### config.mk
export PLATFORM = sky130hd
export DESIGN_NAME = tsr_regs
export DESIGN_NICKNAME = d
export VERILOG_FILES = /design/src/logic/tsr_pkg.sv /design/src/logic/tsr_regs.sv
export SDC_FILE = /design/constraint.sdc
export NUM_CORES = 1
export LEC_CHECK = 0
export ABC_CLOCK_PERIOD_IN_PS = 2100
export BUFFER_PORTS_ARGS = -buffer_cell sky130_fd_sc_hd__buf_2
export CELL_PAD_IN_SITES_DETAIL_PLACEMENT = 0
export CELL_PAD_IN_SITES_GLOBAL_PLACEMENT = 1
export CORE_MARGIN = 4
export CORE_UTILIZATION = 39
export DETAILED_ROUTE_END_ITERATION = 7
export GPL_TIMING_DRIVEN = 1
export PLACE_DENSITY = 0.78
export SLEW_MARGIN = 20
export SYNTH_ARGS = -nofsm -noshare
export SYNTH_HDL_FRONTEND = slang
export SYNTH_SLANG_ARGS = --single-unit
### constraint.sdc
create_clock -name clk_i -period 2.1 [get_ports clk_i]
set_input_delay 0.21 -clock clk_i [delete_from_list [all_inputs] [get_ports clk_i]]
set_output_delay 0.21 -clock clk_i [all_outputs]
set_load 0.02 [all_outputs]
### src/logic/tsr_pkg.sv
// Package of constants and carriers for the touch status and result registers
package tsr_pkg;

	// ------------------------------------------------------------
	// Register offsets
	// ------------------------------------------------------------
	localparam logic [7:0] TSR_OFS_STATUS = 8'h00;
	localparam logic [7:0] TSR_OFS_BUTTON = 8'h01;
	localparam logic [7:0] TSR_OFS_RESULT_BASE = 8'h02;
	localparam int TSR_RESULT_CHANNELS = 3;
	localparam int TSR_CHANNELS = 4;
	localparam int TSR_DATA_W = 12;

	// ------------------------------------------------------------
	// Field positions
	// ------------------------------------------------------------
	localparam int TSR_BIT_ANY_PRESS = 7;
	localparam int TSR_BIT_READY = 6;
	localparam int TSR_BIT_WRITE_PERMIT = 5;
	localparam int TSR_BIT_FULL_SCALE = 4;
	localparam int TSR_BIT_SEQ_FAULT = 3;
	localparam int TSR_BIT_OSC_FAULT = 2;
	localparam int TSR_BIT_HOLD_TIMEOUT = 1;
	localparam int TSR_BIT_REG_CHANGE = 0;
	localparam int TSR_BIT_DATA_READY = 4;

	// ------------------------------------------------------------
	// Reset values and limits
	// ------------------------------------------------------------
	localparam logic [7:0] TSR_RST_STATUS = 8'h40;
	localparam logic [7:0] TSR_RST_BUTTON = 8'h00;
	localparam logic [7:0] TSR_RST_RESULT = 8'h00;
	localparam logic [11:0] TSR_FULL_POS = 12'h7ff;
	localparam logic [11:0] TSR_FULL_NEG = 12'h800;

	// ------------------------------------------------------------
	// Timing
	// ------------------------------------------------------------
	localparam longint TSR_CLK_HZ = 100_000_000;
	localparam longint TSR_HOLD_TIMEOUT_S = 50;
	localparam longint TSR_HOLD_TIMEOUT_CYC = TSR_HOLD_TIMEOUT_S * TSR_CLK_HZ;

	// Event inputs from the scan engine, one cycle pulses or levels
	typedef struct packed {
		logic seq_fault;
		logic osc_fault;
		logic reg_change;
		logic sample_done;
	} tsr_event_s;

	// Register read port request
	typedef struct packed {
		logic rd;
		logic [7:0] addr;
	} tsr_rd_req_s;

endpackage

### src/logic/tsr_regs.sv
// Status, button state and result registers of the touch sensing device
// Notes on behaviour
// - status bit7 ORs presses, cleared by read
// - status bit6 shows ready, resets to one
// - status bit5 shows registers accept writes
// - status bit4 sets at full scale data
// - status bit3 sets on sequencer fault
// - status bit2 sets on oscillator start fault
// - status bit1 sets after 50 s hold
// - hold timeout disable suppresses the timeout flag
// - status bit0 sets on unexpected register change
// - button bit4 new data, cleared by read
// - button bits3..0 give channel press states
// - results 12-bit, split low/high byte
// - channel pairs at 2h/3h, 4h/5h, 6h/7h
// - reserved bits read as zero
// - undefined offsets reserved, read as zero
`timescale 1ns/1ns

module tsr_regs #(
	parameter longint HOLD_TIMEOUT_CYC = tsr_pkg::TSR_HOLD_TIMEOUT_CYC
) (
	input wire logic clk_i,
	input wire logic rst_i,
	input wire logic ce_i,
	input wire tsr_pkg::tsr_rd_req_s rd_req_i,
	output logic [7:0] rd_data_o,
	input wire logic chip_ready_i,
	input wire logic write_permit_flag_i,
	input wire logic hold_timeout_disable_i,
	input wire logic [3:0] button_pressed_bits_i,
	input wire tsr_pkg::tsr_event_s event_i,
	input wire logic result_valid_i,
	input wire logic [35:0] result_data_i
);
	import tsr_pkg::*;

	// ------------------------------------------------------------
	// State
	// ------------------------------------------------------------
	logic any_press_reg;
	logic full_scale_flag_reg;
	logic sequencer_fault_flag_reg;
	logic oscillator_start_fault_reg;
	logic hold_timeout_reg;
	logic reg_change_reg;
	logic data_ready_reg;
	logic [11:0] result_reg [TSR_RESULT_CHANNELS];
	logic [35:0] hold_cnt_reg;
	logic [35:0] hold_cnt_next;
	logic [3:0] press_reg;
	logic [2:0] full_hit;
	logic status_rd;
	logic button_rd;
	logic timeout_hit;
	logic [7:0] rd_data_next;

	assign status_rd = ce_i && rd_req_i.rd && (rd_req_i.addr == TSR_OFS_STATUS);
	assign button_rd = ce_i && rd_req_i.rd && (rd_req_i.addr == TSR_OFS_BUTTON);

	// ------------------------------------------------------------
	// Result capture per channel
	// ------------------------------------------------------------
	genvar g;
	generate
		for (g = 0; g < TSR_RESULT_CHANNELS; g++) begin : g_res
			// Full scale detected on the incoming word, so a brief peak is not missed
			assign full_hit[g] = result_valid_i &&
				((result_data_i[g*12 +: 12] == TSR_FULL_POS) ||
				(result_data_i[g*12 +: 12] == TSR_FULL_NEG));
			always_ff @(posedge clk_i) begin
				if (rst_i) begin
					result_reg[g] <= 12'h000;
				end else if (ce_i && result_valid_i) begin
					result_reg[g] <= result_data_i[g*12 +: 12];
				end
			end

			// Each byte of the pair mirrors its own half of the stored word
			property p_res_lo;
				@(posedge clk_i) disable iff (rst_i)
				(ce_i && rd_req_i.rd && rd_req_i.addr == TSR_OFS_RESULT_BASE + 8'(2 * g))
					|=> rd_data_o == $past(result_reg[g][7:0]);
			endproperty
			a_res_lo: assert property (p_res_lo) else $error("bad low byte");

			property p_res_hi;
				@(posedge clk_i) disable iff (rst_i)
				(ce_i && rd_req_i.rd && rd_req_i.addr == TSR_OFS_RESULT_BASE + 8'(2 * g + 1))
					|=> rd_data_o == {4'h0, $past(result_reg[g][11:8])};
			endproperty
			a_res_hi: assert property (p_res_hi) else $error("bad high byte");

			// Any channel at either end of the range must raise the flag
			property p_full_set;
				@(posedge clk_i) disable iff (rst_i)
				(ce_i && full_hit[g]) |=> full_scale_flag_reg;
			endproperty
			a_full_set: assert property (p_full_set) else $error("full scale lost");
		end
	endgenerate

	// Press states registered for bits 3..0 and the hold timer; bit 7 samples the pins on its own
	always_ff @(posedge clk_i) begin
		if (rst_i) begin
			press_reg <= 4'h0;
		end else if (ce_i) begin
			press_reg <= button_pressed_bits_i;
		end
	end

	// State bits follow the pins one cycle late, reserved bits stay clear
	property p_press;
		@(posedge clk_i) disable iff (rst_i)
		button_rd |=> (rd_data_o[3:0] == $past(press_reg)) && (rd_data_o[7:5] == 3'b000);
	endproperty
	a_press: assert property (p_press) else $error("bad press bits");

	// ------------------------------------------------------------
	// Hold timer: restarts whenever no button is held
	// ------------------------------------------------------------
	always_comb begin
		hold_cnt_next = hold_cnt_reg;
		if (press_reg == 4'h0 || hold_timeout_disable_i) begin
			hold_cnt_next = 36'h0_0000_0000;
		end else if (hold_cnt_reg < 36'(HOLD_TIMEOUT_CYC)) begin
			hold_cnt_next = hold_cnt_reg + 36'h0_0000_0001;
		end
	end
	// Fires once per hold, in the cycle the count stands one below the limit
	assign timeout_hit = !hold_timeout_disable_i && (press_reg != 4'h0) &&
		(hold_cnt_reg == 36'(HOLD_TIMEOUT_CYC) - 36'h0_0000_0001);

	always_ff @(posedge clk_i) begin
		if (rst_i) begin
			hold_cnt_reg <= 36'h0_0000_0000;
		end else if (ce_i) begin
			hold_cnt_reg <= hold_cnt_next;
		end
	end

	// A count one below the limit must raise the flag on the next edge
	property p_hold_flag;
		@(posedge clk_i) disable iff (rst_i)
		(ce_i && timeout_hit) |=> hold_timeout_reg;
	endproperty
	a_hold_flag: assert property (p_hold_flag) else $error("hold timeout lost");

	// ------------------------------------------------------------
	// Sticky flags: set beats the clearing read
	// ------------------------------------------------------------
	always_ff @(posedge clk_i) begin
		if (rst_i) begin
			any_press_reg <= 1'b0;
			full_scale_flag_reg <= 1'b0;
			sequencer_fault_flag_reg <= 1'b0;
			oscillator_start_fault_reg <= 1'b0;
			hold_timeout_reg <= 1'b0;
			reg_change_reg <= 1'b0;
		end else if (ce_i) begin
			any_press_reg <= (|button_pressed_bits_i) ||
				(any_press_reg && !status_rd);
			full_scale_flag_reg <= (|full_hit) ||
				(full_scale_flag_reg && !status_rd);
			sequencer_fault_flag_reg <= event_i.seq_fault ||
				(sequencer_fault_flag_reg && !status_rd);
			oscillator_start_fault_reg <= event_i.osc_fault ||
				(oscillator_start_fault_reg && !status_rd);
			hold_timeout_reg <= timeout_hit ||
				(hold_timeout_reg && !status_rd);
			reg_change_reg <= event_i.reg_change ||
				(reg_change_reg && !status_rd);
		end
	end

	// Press summary drops on a read once no button is held
	property p_press_clr;
		@(posedge clk_i) disable iff (rst_i)
		(status_rd && !(|button_pressed_bits_i)) |=> !any_press_reg;
	endproperty
	a_press_clr: assert property (p_press_clr) else $error("press not cleared");

	// Full scale drops on a read unless a new peak arrives with it
	property p_full_clr;
		@(posedge clk_i) disable iff (rst_i)
		(status_rd && !(|full_hit)) |=> !full_scale_flag_reg;
	endproperty
	a_full_clr: assert property (p_full_clr) else $error("full scale not cleared");

	// A sequencer fault is never swallowed, even by a clearing read
	property p_seq_set;
		@(posedge clk_i) disable iff (rst_i)
		(ce_i && event_i.seq_fault) |=> sequencer_fault_flag_reg;
	endproperty
	a_seq_set: assert property (p_seq_set) else $error("seq fault lost");

	// Oscillator fault drops on a read with no new fault
	property p_osc_clr;
		@(posedge clk_i) disable iff (rst_i)
		(status_rd && !event_i.osc_fault) |=> !oscillator_start_fault_reg;
	endproperty
	a_osc_clr: assert property (p_osc_clr) else $error("osc fault not cleared");

	// Hold timeout drops on a read unless the limit is hit again
	property p_hold_clr;
		@(posedge clk_i) disable iff (rst_i)
		(status_rd && !timeout_hit) |=> !hold_timeout_reg;
	endproperty
	a_hold_clr: assert property (p_hold_clr) else $error("timeout not cleared");

	// Register integrity events always land in the flag
	property p_chg_set;
		@(posedge clk_i) disable iff (rst_i)
		(ce_i && event_i.reg_change) |=> reg_change_reg;
	endproperty
	a_chg_set: assert property (p_chg_set) else $error("reg change lost");

	// Integrity flag drops on a read with no new event
	property p_chg_clr;
		@(posedge clk_i) disable iff (rst_i)
		(status_rd && !event_i.reg_change) |=> !reg_change_reg;
	endproperty
	a_chg_clr: assert property (p_chg_clr) else $error("reg change not cleared");

	// New data flag, cleared by reading the button state register
	always_ff @(posedge clk_i) begin
		if (rst_i) begin
			data_ready_reg <= 1'b0;
		end else if (ce_i) begin
			data_ready_reg <= event_i.sample_done ||
				(data_ready_reg && !button_rd);
		end
	end

	// A new sample is flagged even when it meets a clearing read
	property p_new_set;
		@(posedge clk_i) disable iff (rst_i)
		(ce_i && event_i.sample_done) |=> data_ready_reg;
	endproperty
	a_new_set: assert property (p_new_set) else $error("new data lost");

	// ------------------------------------------------------------
	// Read mux, registered so data comes from a flip-flop
	// ------------------------------------------------------------
	always_comb begin
		rd_data_next = 8'h00;
		if (rd_req_i.addr == TSR_OFS_STATUS) begin
			rd_data_next[TSR_BIT_ANY_PRESS] = any_press_reg;
			rd_data_next[TSR_BIT_READY] = chip_ready_i;
			rd_data_next[TSR_BIT_WRITE_PERMIT] = write_permit_flag_i;
			rd_data_next[TSR_BIT_FULL_SCALE] = full_scale_flag_reg;
			rd_data_next[TSR_BIT_SEQ_FAULT] = sequencer_fault_flag_reg;
			rd_data_next[TSR_BIT_OSC_FAULT] = oscillator_start_fault_reg;
			rd_data_next[TSR_BIT_HOLD_TIMEOUT] = hold_timeout_reg;
			rd_data_next[TSR_BIT_REG_CHANGE] = reg_change_reg;
		end else if (rd_req_i.addr == TSR_OFS_BUTTON) begin
			rd_data_next = {3'b000, data_ready_reg, press_reg};
		end else begin
			for (int c = 0; c < TSR_RESULT_CHANNELS; c++) begin
				if (rd_req_i.addr == TSR_OFS_RESULT_BASE + 8'(2 * c)) begin
					rd_data_next = result_reg[c][7:0];
				end else if (rd_req_i.addr == TSR_OFS_RESULT_BASE + 8'(2 * c + 1)) begin
					rd_data_next = {4'h0, result_reg[c][11:8]};
				end
			end
		end
	end

	// Ready reads as one in reset so the status reset value holds
	always_ff @(posedge clk_i) begin
		if (rst_i) begin
			rd_data_o <= TSR_RST_STATUS;
		end else if (ce_i && rd_req_i.rd) begin
			rd_data_o <= rd_data_next;
		end
	end

	// Ready and write permit are live levels, seen as they stood at the read
	property p_live;
		@(posedge clk_i) disable iff (rst_i)
		status_rd |=> (rd_data_o[TSR_BIT_READY] == $past(chip_ready_i)) &&
			(rd_data_o[TSR_BIT_WRITE_PERMIT] == $past(write_permit_flag_i));
	endproperty
	a_live: assert property (p_live) else $error("bad ready bits");

	// Bit 7 shows the press summary as it stood before the clear
	property p_bit7;
		@(posedge clk_i) disable iff (rst_i)
		status_rd |=> rd_data_o[TSR_BIT_ANY_PRESS] == $past(any_press_reg);
	endproperty
	a_bit7: assert property (p_bit7) else $error("bad press summary");

	// ------------------------------------------------------------
	// Checks
	// ------------------------------------------------------------
	property p_status_clear;
		@(posedge clk_i) disable iff (rst_i)
		(status_rd && !event_i.seq_fault) |=> !sequencer_fault_flag_reg;
	endproperty
	a_status_clear: assert property (p_status_clear) else $error("seq fault not cleared");

	property p_set_wins;
		@(posedge clk_i) disable iff (rst_i)
		(ce_i && event_i.osc_fault) |=> oscillator_start_fault_reg;
	endproperty
	a_set_wins: assert property (p_set_wins) else $error("osc fault lost");

	property p_no_timeout;
		@(posedge clk_i) disable iff (rst_i)
		(hold_timeout_disable_i && !hold_timeout_reg) |=> !hold_timeout_reg;
	endproperty
	a_no_timeout: assert property (p_no_timeout) else $error("timeout while disabled");

	property p_msb_zero;
		@(posedge clk_i) disable iff (rst_i)
		(ce_i && rd_req_i.rd && rd_req_i.addr == 8'h03) |=> rd_data_o[7:4] == 4'h0;
	endproperty
	a_msb_zero: assert property (p_msb_zero) else $error("reserved bits set");

	property p_data_ready;
		@(posedge clk_i) disable iff (rst_i)
		(button_rd && !event_i.sample_done) |=> !data_ready_reg;
	endproperty
	a_data_ready: assert property (p_data_ready) else $error("data ready not cleared");

	property p_full;
		@(posedge clk_i) disable iff (rst_i)
		(ce_i && result_valid_i && result_data_i[11:0] == 12'h7ff) |=> full_scale_flag_reg;
	endproperty
	a_full: assert property (p_full) else $error("full scale missed");

	property p_any_press;
		@(posedge clk_i) disable iff (rst_i)
		(ce_i && |button_pressed_bits_i) |=> any_press_reg;
	endproperty
	a_any_press: assert property (p_any_press) else $error("press not flagged");

	property p_unmapped;
		@(posedge clk_i) disable iff (rst_i)
		(ce_i && rd_req_i.rd && rd_req_i.addr > 8'h07) |=> rd_data_o == 8'h00;
	endproperty
	a_unmapped: assert property (p_unmapped) else $error("unmapped read not zero");

endmodule // tsr_regs

==> results of run 1 <==
## layer usage
layer  GRT usage [%]  part of all wire [%]  wire length [um]
met5               0                     0                 0
met4            5.03                  0.96               110
met3            5.07                   6.4               733
met2            28.3                    46              5270
met1            24.8                    47              5340
## cell usage after synthesis, types with 2 or more instances
cell type and number:
mux2_2 5, nor2_1 40, nor2b_1 4, a211oi_1 4, or3_1 11, nand4_1 18, o22ai_1 7, nand4b_1 5
clkbuf_1 18, inv_1 7, xnor2_1 5, buf_1 3, nor3_1 13, or4_1 11, o21ai_0 18, a221oi_1 3
a31o_2 2, nand3_1 23, or4b_1 2, mux4_2 3, nand2b_1 8, nor4_1 12, a22oi_1 4, buf_2 2
o211ai_1 4, nor4b_1 5, and3_1 3, a31oi_1 7, nand2_1 38, a21oi_1 35, and2_1 44, o31ai_1 5
edfxtp_1 36, dfxtp_1 55, mux2i_1 8
## through the flow
stage / std cells / cell area [sq um] / TNS, ns / setup slack (ns)
final: 748 / 5930 / -0.992 / -0.111
after global routing: 748 / 5930 / -2.70 / -0.198
after CTS: 745 / 5800 / -0.836 / -0.0920
after detailed placement: 724 / 5380 / -3.47 / -0.192
after global placement: 724 / 5380 / -2.06 / -0.155
after floorplan: 485 / 4560 / -0.498 / -0.0538
## kinds of logic (layout without fill, tap and decap cells)
family,Yosys count,in the layout,share of synthesized area (%)
AO/OA/AOI/OAI,96,96,13.4
buffers and inverters,31,149,2.79
flip-flops,91,91,48.2
XOR/XNOR,6,6,1.16
AND/OR/NAND/NOR,244,246,29.7
adder cells (fa/ha/maj),1,1,0.276
multiplexers,16,16,4.51
## power groups by stage
stage | combinational (mW) | sequential (mW) | clock [mW]
floorplan | 0.175 | 1.98 | 0
global placement | 0.333 | 1.98 | 0
detailed placement | 0.340 | 1.98 | 0
CTS | 0.346 | 1.94 | 1.79
global route | 0.386 | 1.95 | 1.87
finish | 0.349 | 1.94 | 1.74
## repair_timing
item                       CTS  global route
buffers inserted             2             2
resized for setup           17            20
pin swaps                    6             5
gates cloned                 3             1
hold buffers                 0             0
setup endpoints to repair   28            28
## worst max-delay path: cells and delay by family, from the launching register on
kind	cells	cell delay, ns
AND/OR/NAND/NOR	4	1.37
flip-flops	1	0.32
AO/OA/AOI/OAI	2	0.29
buffers and inverters	1	0.16
## path summary, 6_finish.rpt
check / start / endpoint / slack [ns] / cells after the start
max: hold_cnt_reg[23] / hold_cnt_reg[14] / -0.11 / 7
min: button_pressed_bits_i[0] / press_reg[0] / 0.12 / 3
max reg2reg: hold_cnt_reg[23] / hold_cnt_reg[14] / -0.11 / 7
min reg2reg: hold_timeout_reg / hold_timeout_reg / 0.45 / 2
## layout make-up
type / count / area (sq um) / area share (%)
Multi-Input combinational cell: 365 / 2360 / 39.8
Clock inverter: 7 / 97.6 / 1.64
Clock buffer: 9 / 225 / 3.80
Timing Repair Buffer: 126 / 862 / 14.5
Sequential cell: 91 / 2180 / 36.8
Tap cell: 143 / 179 / 3.01
Inverter: 7 / 26.3 / 0.443
## placed cells by master (no fill, tap or decap), types with 4 or more instances in the layout
cell       synthesis  layout
inv_1              7       7
o211ai_1           4       4
nand2_1           38      38
edfxtp_1          36      36
a31oi_1            7       6
mux2_2             5       5
buf_2              2      67
buf_4              0      53
clkbuf_16          0      10
nand2b_1           8       8
dfxtp_1           55      54
a211oi_1           4       4
a21oi_1           35      28
mux2i_1            8       8
nand4b_1           5       5
o31ai_1            5       5
a21oi_2            0       7
and2_1            44      43
or4_1             11       9
nor4b_1            5       4
or3_4              0       4
nand3_1           23      23
or3_1             11       7
a22oi_1            4       4
o21ai_0           18       8
o22ai_1            7       7
nor3_1            13      11
nor2_1            40      39
nor4_1            12      10
nand4_1           18      18
xnor2_1            5       5
o21ai_1            0      10
==> metrics.yaml, run 1 <==
status:
  status: "finished with violations"
  violations: "negative setup slack"
drt:
  drt_iter0_markers: 250
  vias_per_cell: 5.51
  drtAntennaViolNets: 0
  first_pass_iters: 5
  wirelength_um: 11500
  drc_errors: 0
  wl_per_cell_um: 15.3
  num_vias: 4118
worst_setup_path:
  crit_path_end_kind: "flip-flop"
  cpMaxStageDelayCell: "or4_4"
  critPathMaxStageDelay_ns: 0.55
  path_class: "reg2reg"
  crit_top_cell: "or4_4"
  start_kind: "flip-flop"
  critPathMaxFanout: 4
  arrival_ns: 2.50
  critical_path_required_ns: 2.39
  path_cells: "or4_4 > a211oi_4 > nand4_1 > buf_4 > and3b_2 > or4_4 > a21oi_2"
power_and_ir_drop:
  combPwrFrac_pct: 8.7
  cellPowerDensity_nw_per_um2: 679
  pwr-share-clk_pct: 43.2
  p_seq_share_pct: 48.2
  vdd_drop_max_mv: 0.684
  power.leakage_nw: 2.24
  p_switching_mw: 0.915
  swShare_pct: 22.7
  p_int_mw: 3.11
  total_power_mw: 4.03
floorplan:
  core_sq_um: 11400
  die-area_sq_um: 13400
  initial_core_util_pct: 39.8
  num_rows: 39
  io_pins: 68
  die_x_um: 116
  die_h_um: 116
synth:
  yosysSeqAreaShare_pct: 48.2
  syn_inst: 485
  yosys.cell_types.count: 52
  avgSynthCellArea_sq_um: 9.33
  synth.largest_area_cell: "dfxtp_1"
  async_reset_ff_share_pct: 0
  mappedNetlistArea_sq_um: 4530
  synthTopCellsByArea: "dfxtp_1, edfxtp_1, and2_1"
  synth_edf_count: 36
  yosysWarnings: 0
  syn_nets: 546
  synth_seq_cells: 91
  yosysTopAreaCellShare_pct: 24.3
  synth_flop_cell: "dfxtp_1"
cts:
  clk_path_buf_depth: 2
  clock_latency_ns: 0.34
  tritoncts: "built"
  clk_pin_slew_worst_paths_ns: 0.07
  cts_root_buffer: "clkbuf_16"
  h-tree-depth: 3
  cts.sinks: 91
  numCtsBuffers: 9
cells_and_area:
  antenna_cells: 0
  final_core_util_pct: 52.2
  nNetsFinal: 661
  area_delta_synth_final_pct: 31.1
  fillers: 1046
  drive_above_1_share_pct: 30.6
timing:
  max_freq_mhz: 452
  hold_viol: 0
  hold-worst-slack_ns: 0.122
  min_period_ns: 2.21
  maxSlewViolCount: 0
  fin_skew_ns: 0.00747
  grt_setup_unrepaired: "yes"
  setup_viol_count_final: 20
  worst_slew_pin_slew_ns: 0.483
  fin_ws_ns: -0.111
  relSlewSlack_pct: 67.8
  post-route-period-util_pct: 105
grt:
  grt_overflow_total: 0
  grt_pass1_wl_um: 19000
  grt_pass1_vias: 3945
  grtUsageTotal_pct: 18.1
  grt_max_degree: 37
  antenna_found_initial: 0
worst_hold_path:
  min_path_type: "in2reg"
place:
  dp_hpwl_um: 8320
  gp_congestion: 0.828
  io_buffer_count: 67
flow_run:
  maxCapViolCount: 0
Power figures use the tool's default switching activity.
==> run 2: changes to the inputs <==
--- a/config.mk
+++ b/config.mk
@@ -14,6 +14,7 @@
 export DETAILED_ROUTE_END_ITERATION = 7
 export GPL_TIMING_DRIVEN = 1
 export PLACE_DENSITY = 0.78
+export SETUP_SLACK_MARGIN = 0.2
 export SLEW_MARGIN = 20
 export SYNTH_ARGS = -nofsm -noshare
 export SYNTH_HDL_FRONTEND = slang
==> metrics.yaml, run 2 (same netlist as run 1, synthesis figures left out) <==
status:
  status: "finished with violations"
  violations: "negative setup slack"
drt:
  drc_errors: 0  # unchanged
  drt_iter0_markers: 174  # -30%
  num_vias: 4079  # -0.95%
  wl_per_cell_um: 15.7  # +2.9%
  drtAntennaViolNets: 0  # unchanged
  vias_per_cell: 5.48  # -0.41%
  wirelength_um: 11700  # +2.3%
  first_pass_iters: 5  # unchanged
worst_setup_path:
  start_kind: "flip-flop"
  crit_path_end_kind: "flip-flop"
  critical_path_required_ns: 2.39  # about the same
  critPathMaxFanout: 7  # +3
  critPathMaxStageDelay_ns: 0.55  # about the same
  cpMaxStageDelayCell: "or4_4"
  path_cells: "or4_4 > a211oi_4 > nand4_1 > and3b_2 > bufbuf_16 > or4_1 > o21ai_1"
  path_class: "reg2reg"
  arrival_ns: 2.51  # about the same
  cp_num_buf_inv: 1  # unchanged
  cp_top_family: "simple AND/OR/NAND/NOR gates"
power_and_ir_drop:
  power.leakage_nw: 2.21  # -1.6%
  cellPowerDensity_nw_per_um2: 661  # -2.6%
  vdd_drop_max_mv: 0.728  # +6.4%
grt:
  antenna_found_initial: 1  # +1
  grt_pass1_wl_um: 18400  # -3.3%
  grt_max_degree: 37  # unchanged
  grt_overflow_total: 0  # unchanged
  grtUsageTotal_pct: 17.7  # -0.38 points
  grt_pass1_vias: 3741  # -5.2%
cts:
  tritoncts: "built"
  h-tree-depth: 3  # unchanged
  clk_pin_slew_worst_paths_ns: 0.07  # about the same
  clock_latency_ns: 0.36  # +0.02 ns
  postCtsHoldBufs: 0  # unchanged
  numCtsBuffers: 9  # unchanged
  cts.sinks: 91  # unchanged
  clk_path_buf_depth: 2  # unchanged
  cts_root_buffer: "clkbuf_16"
floorplan:
  die_x_um: 116  # unchanged
  io_pins: 68  # unchanged
  num_rows: 39  # unchanged
  initial_core_util_pct: 39.8  # unchanged
  die_h_um: 116  # unchanged
  core_sq_um: 11400  # unchanged
  die-area_sq_um: 13400  # unchanged
timing:
  fin_setup_tns_ns: -1.54  # -0.544 ns
  fin_ws_ns: -0.125  # -0.0131 ns
  setup_viol_count_final: 19  # -5.0%
  worst_slew_pin_slew_ns: 0.712  # +0.230 ns
  min_period_ns: 2.22  # +0.0131 ns
  grt_setup_unrepaired: "yes"
  post-route-period-util_pct: 106  # +0.63 points
  hold_viol: 0  # unchanged
  hold-worst-slack_ns: 0.0888  # -0.0334 ns
  fin_skew_ns: 0.00894  # +0.00147 ns
  max_freq_mhz: 450  # -0.59%
  maxSlewViolCount: 0  # unchanged
  relSlewSlack_pct: 52.3  # -16 points
cells_and_area:
  mostFrequentLayoutCell: "buf_2"
  final_cell_mix: "buf_2, dfxtp_1, buf_4"
  fillers: 1051  # +0.48%
  area_delta_synth_final_pct: 29.4
  drive_above_1_share_pct: 29.6  # -0.96 points
  antenna_cells: 0  # unchanged
  finalNonFillerCells: 744  # -0.53%
  regArea_sq_um: 2180  # unchanged
  nNetsFinal: 657  # -0.61%
  multi_input_area_sq_um: 2320  # -1.6%
place:
  place_inst: 722  # -0.28%
  gp_congestion: 0.874  # +5.6%
  io_buffer_count: 67  # unchanged
  dp_hpwl_um: 8360  # +0.51%
worst_hold_path:
  min_path_type: "in2reg"
flow_run:
  maxCapViolCount: 0  # unchanged
-- run 2: metal layers --
| metal | GRT usage [%] | wire length, um | vias to the layer above |
|---|---|---|---|
| li1 | - | - | 2050 |
| met1 | 23.9 | 5400 | 1892 |
| met2 | 27.2 | 5350 | 114 |
| met3 | 5.95 | 763 | 21 |
| met4 | 5.18 | 188 | 2 |
| met5 | 0 | 13 | - |
-- run 2: where the power goes --
part           total (mW)  leakage (nW)  switching (mW)  internal (mW)
clock                1.59         0.140           0.756          0.832
combinational       0.348          1.25           0.196          0.152
sequential           1.94         0.812          0.0259           1.91
total                3.87          2.21           0.977           2.90
-- run 2: layout make-up --
cell class	count	area share, %
clock buffer	9	3.85
clock inverter	7	1.07
inverter	7	0.449
multi-input combinational	363	39.6
sequential	91	37.3
tap	143	3.05
timing repair buffer	124	14.7
-- run 2: stage by stage --
step | utilization [%] | total power [mW] | setup slack [ns] | area [sq um]
after floorplan | - | 2.15 | -0.0538 | 4560
after global placement | 47.2 | 2.31 | -0.104 | 5360
after detailed placement | 47.2 | 2.32 | -0.130 | 5360
after CTS | 51.2 | 3.92 | -0.112 | 5820
after global routing | 51.5 | 4.03 | -0.232 | 5860
final | 51.5 | 3.87 | -0.125 | 5860
-- run 2: what timing repair did --
item                       4_1_cts  5_1_grt
setup buffers                    2        2
cloned                           2        0
pin swaps                       12        3
resized for setup               20        6
hold endpoints to repair         0        0
setup endpoints to repair       35       33
-- run 2: final timing paths --
path | start | end | slack (ns) | depth (start not counted)
worst max-delay path | hold_cnt_reg[23] | hold_cnt_reg[27] | -0.12 | 7
worst min-delay path | rst_i | hold_cnt_reg[1] | 0.09 | 2
worst max register to register | hold_cnt_reg[23] | hold_cnt_reg[27] | -0.12 | 7
worst min register to register | hold_timeout_reg | hold_timeout_reg | 0.45 | 2
-- run 2: worst reg2reg max path: stages (launching register included) --
cell and delay [ns]:
dfxtp_2 0.32, or4_4 0.55, a211oi_4 0.18, nand4_1 0.11
and3b_2 0.25, bufbuf_16 0.27, or4_1 0.39, o21ai_1 0.09
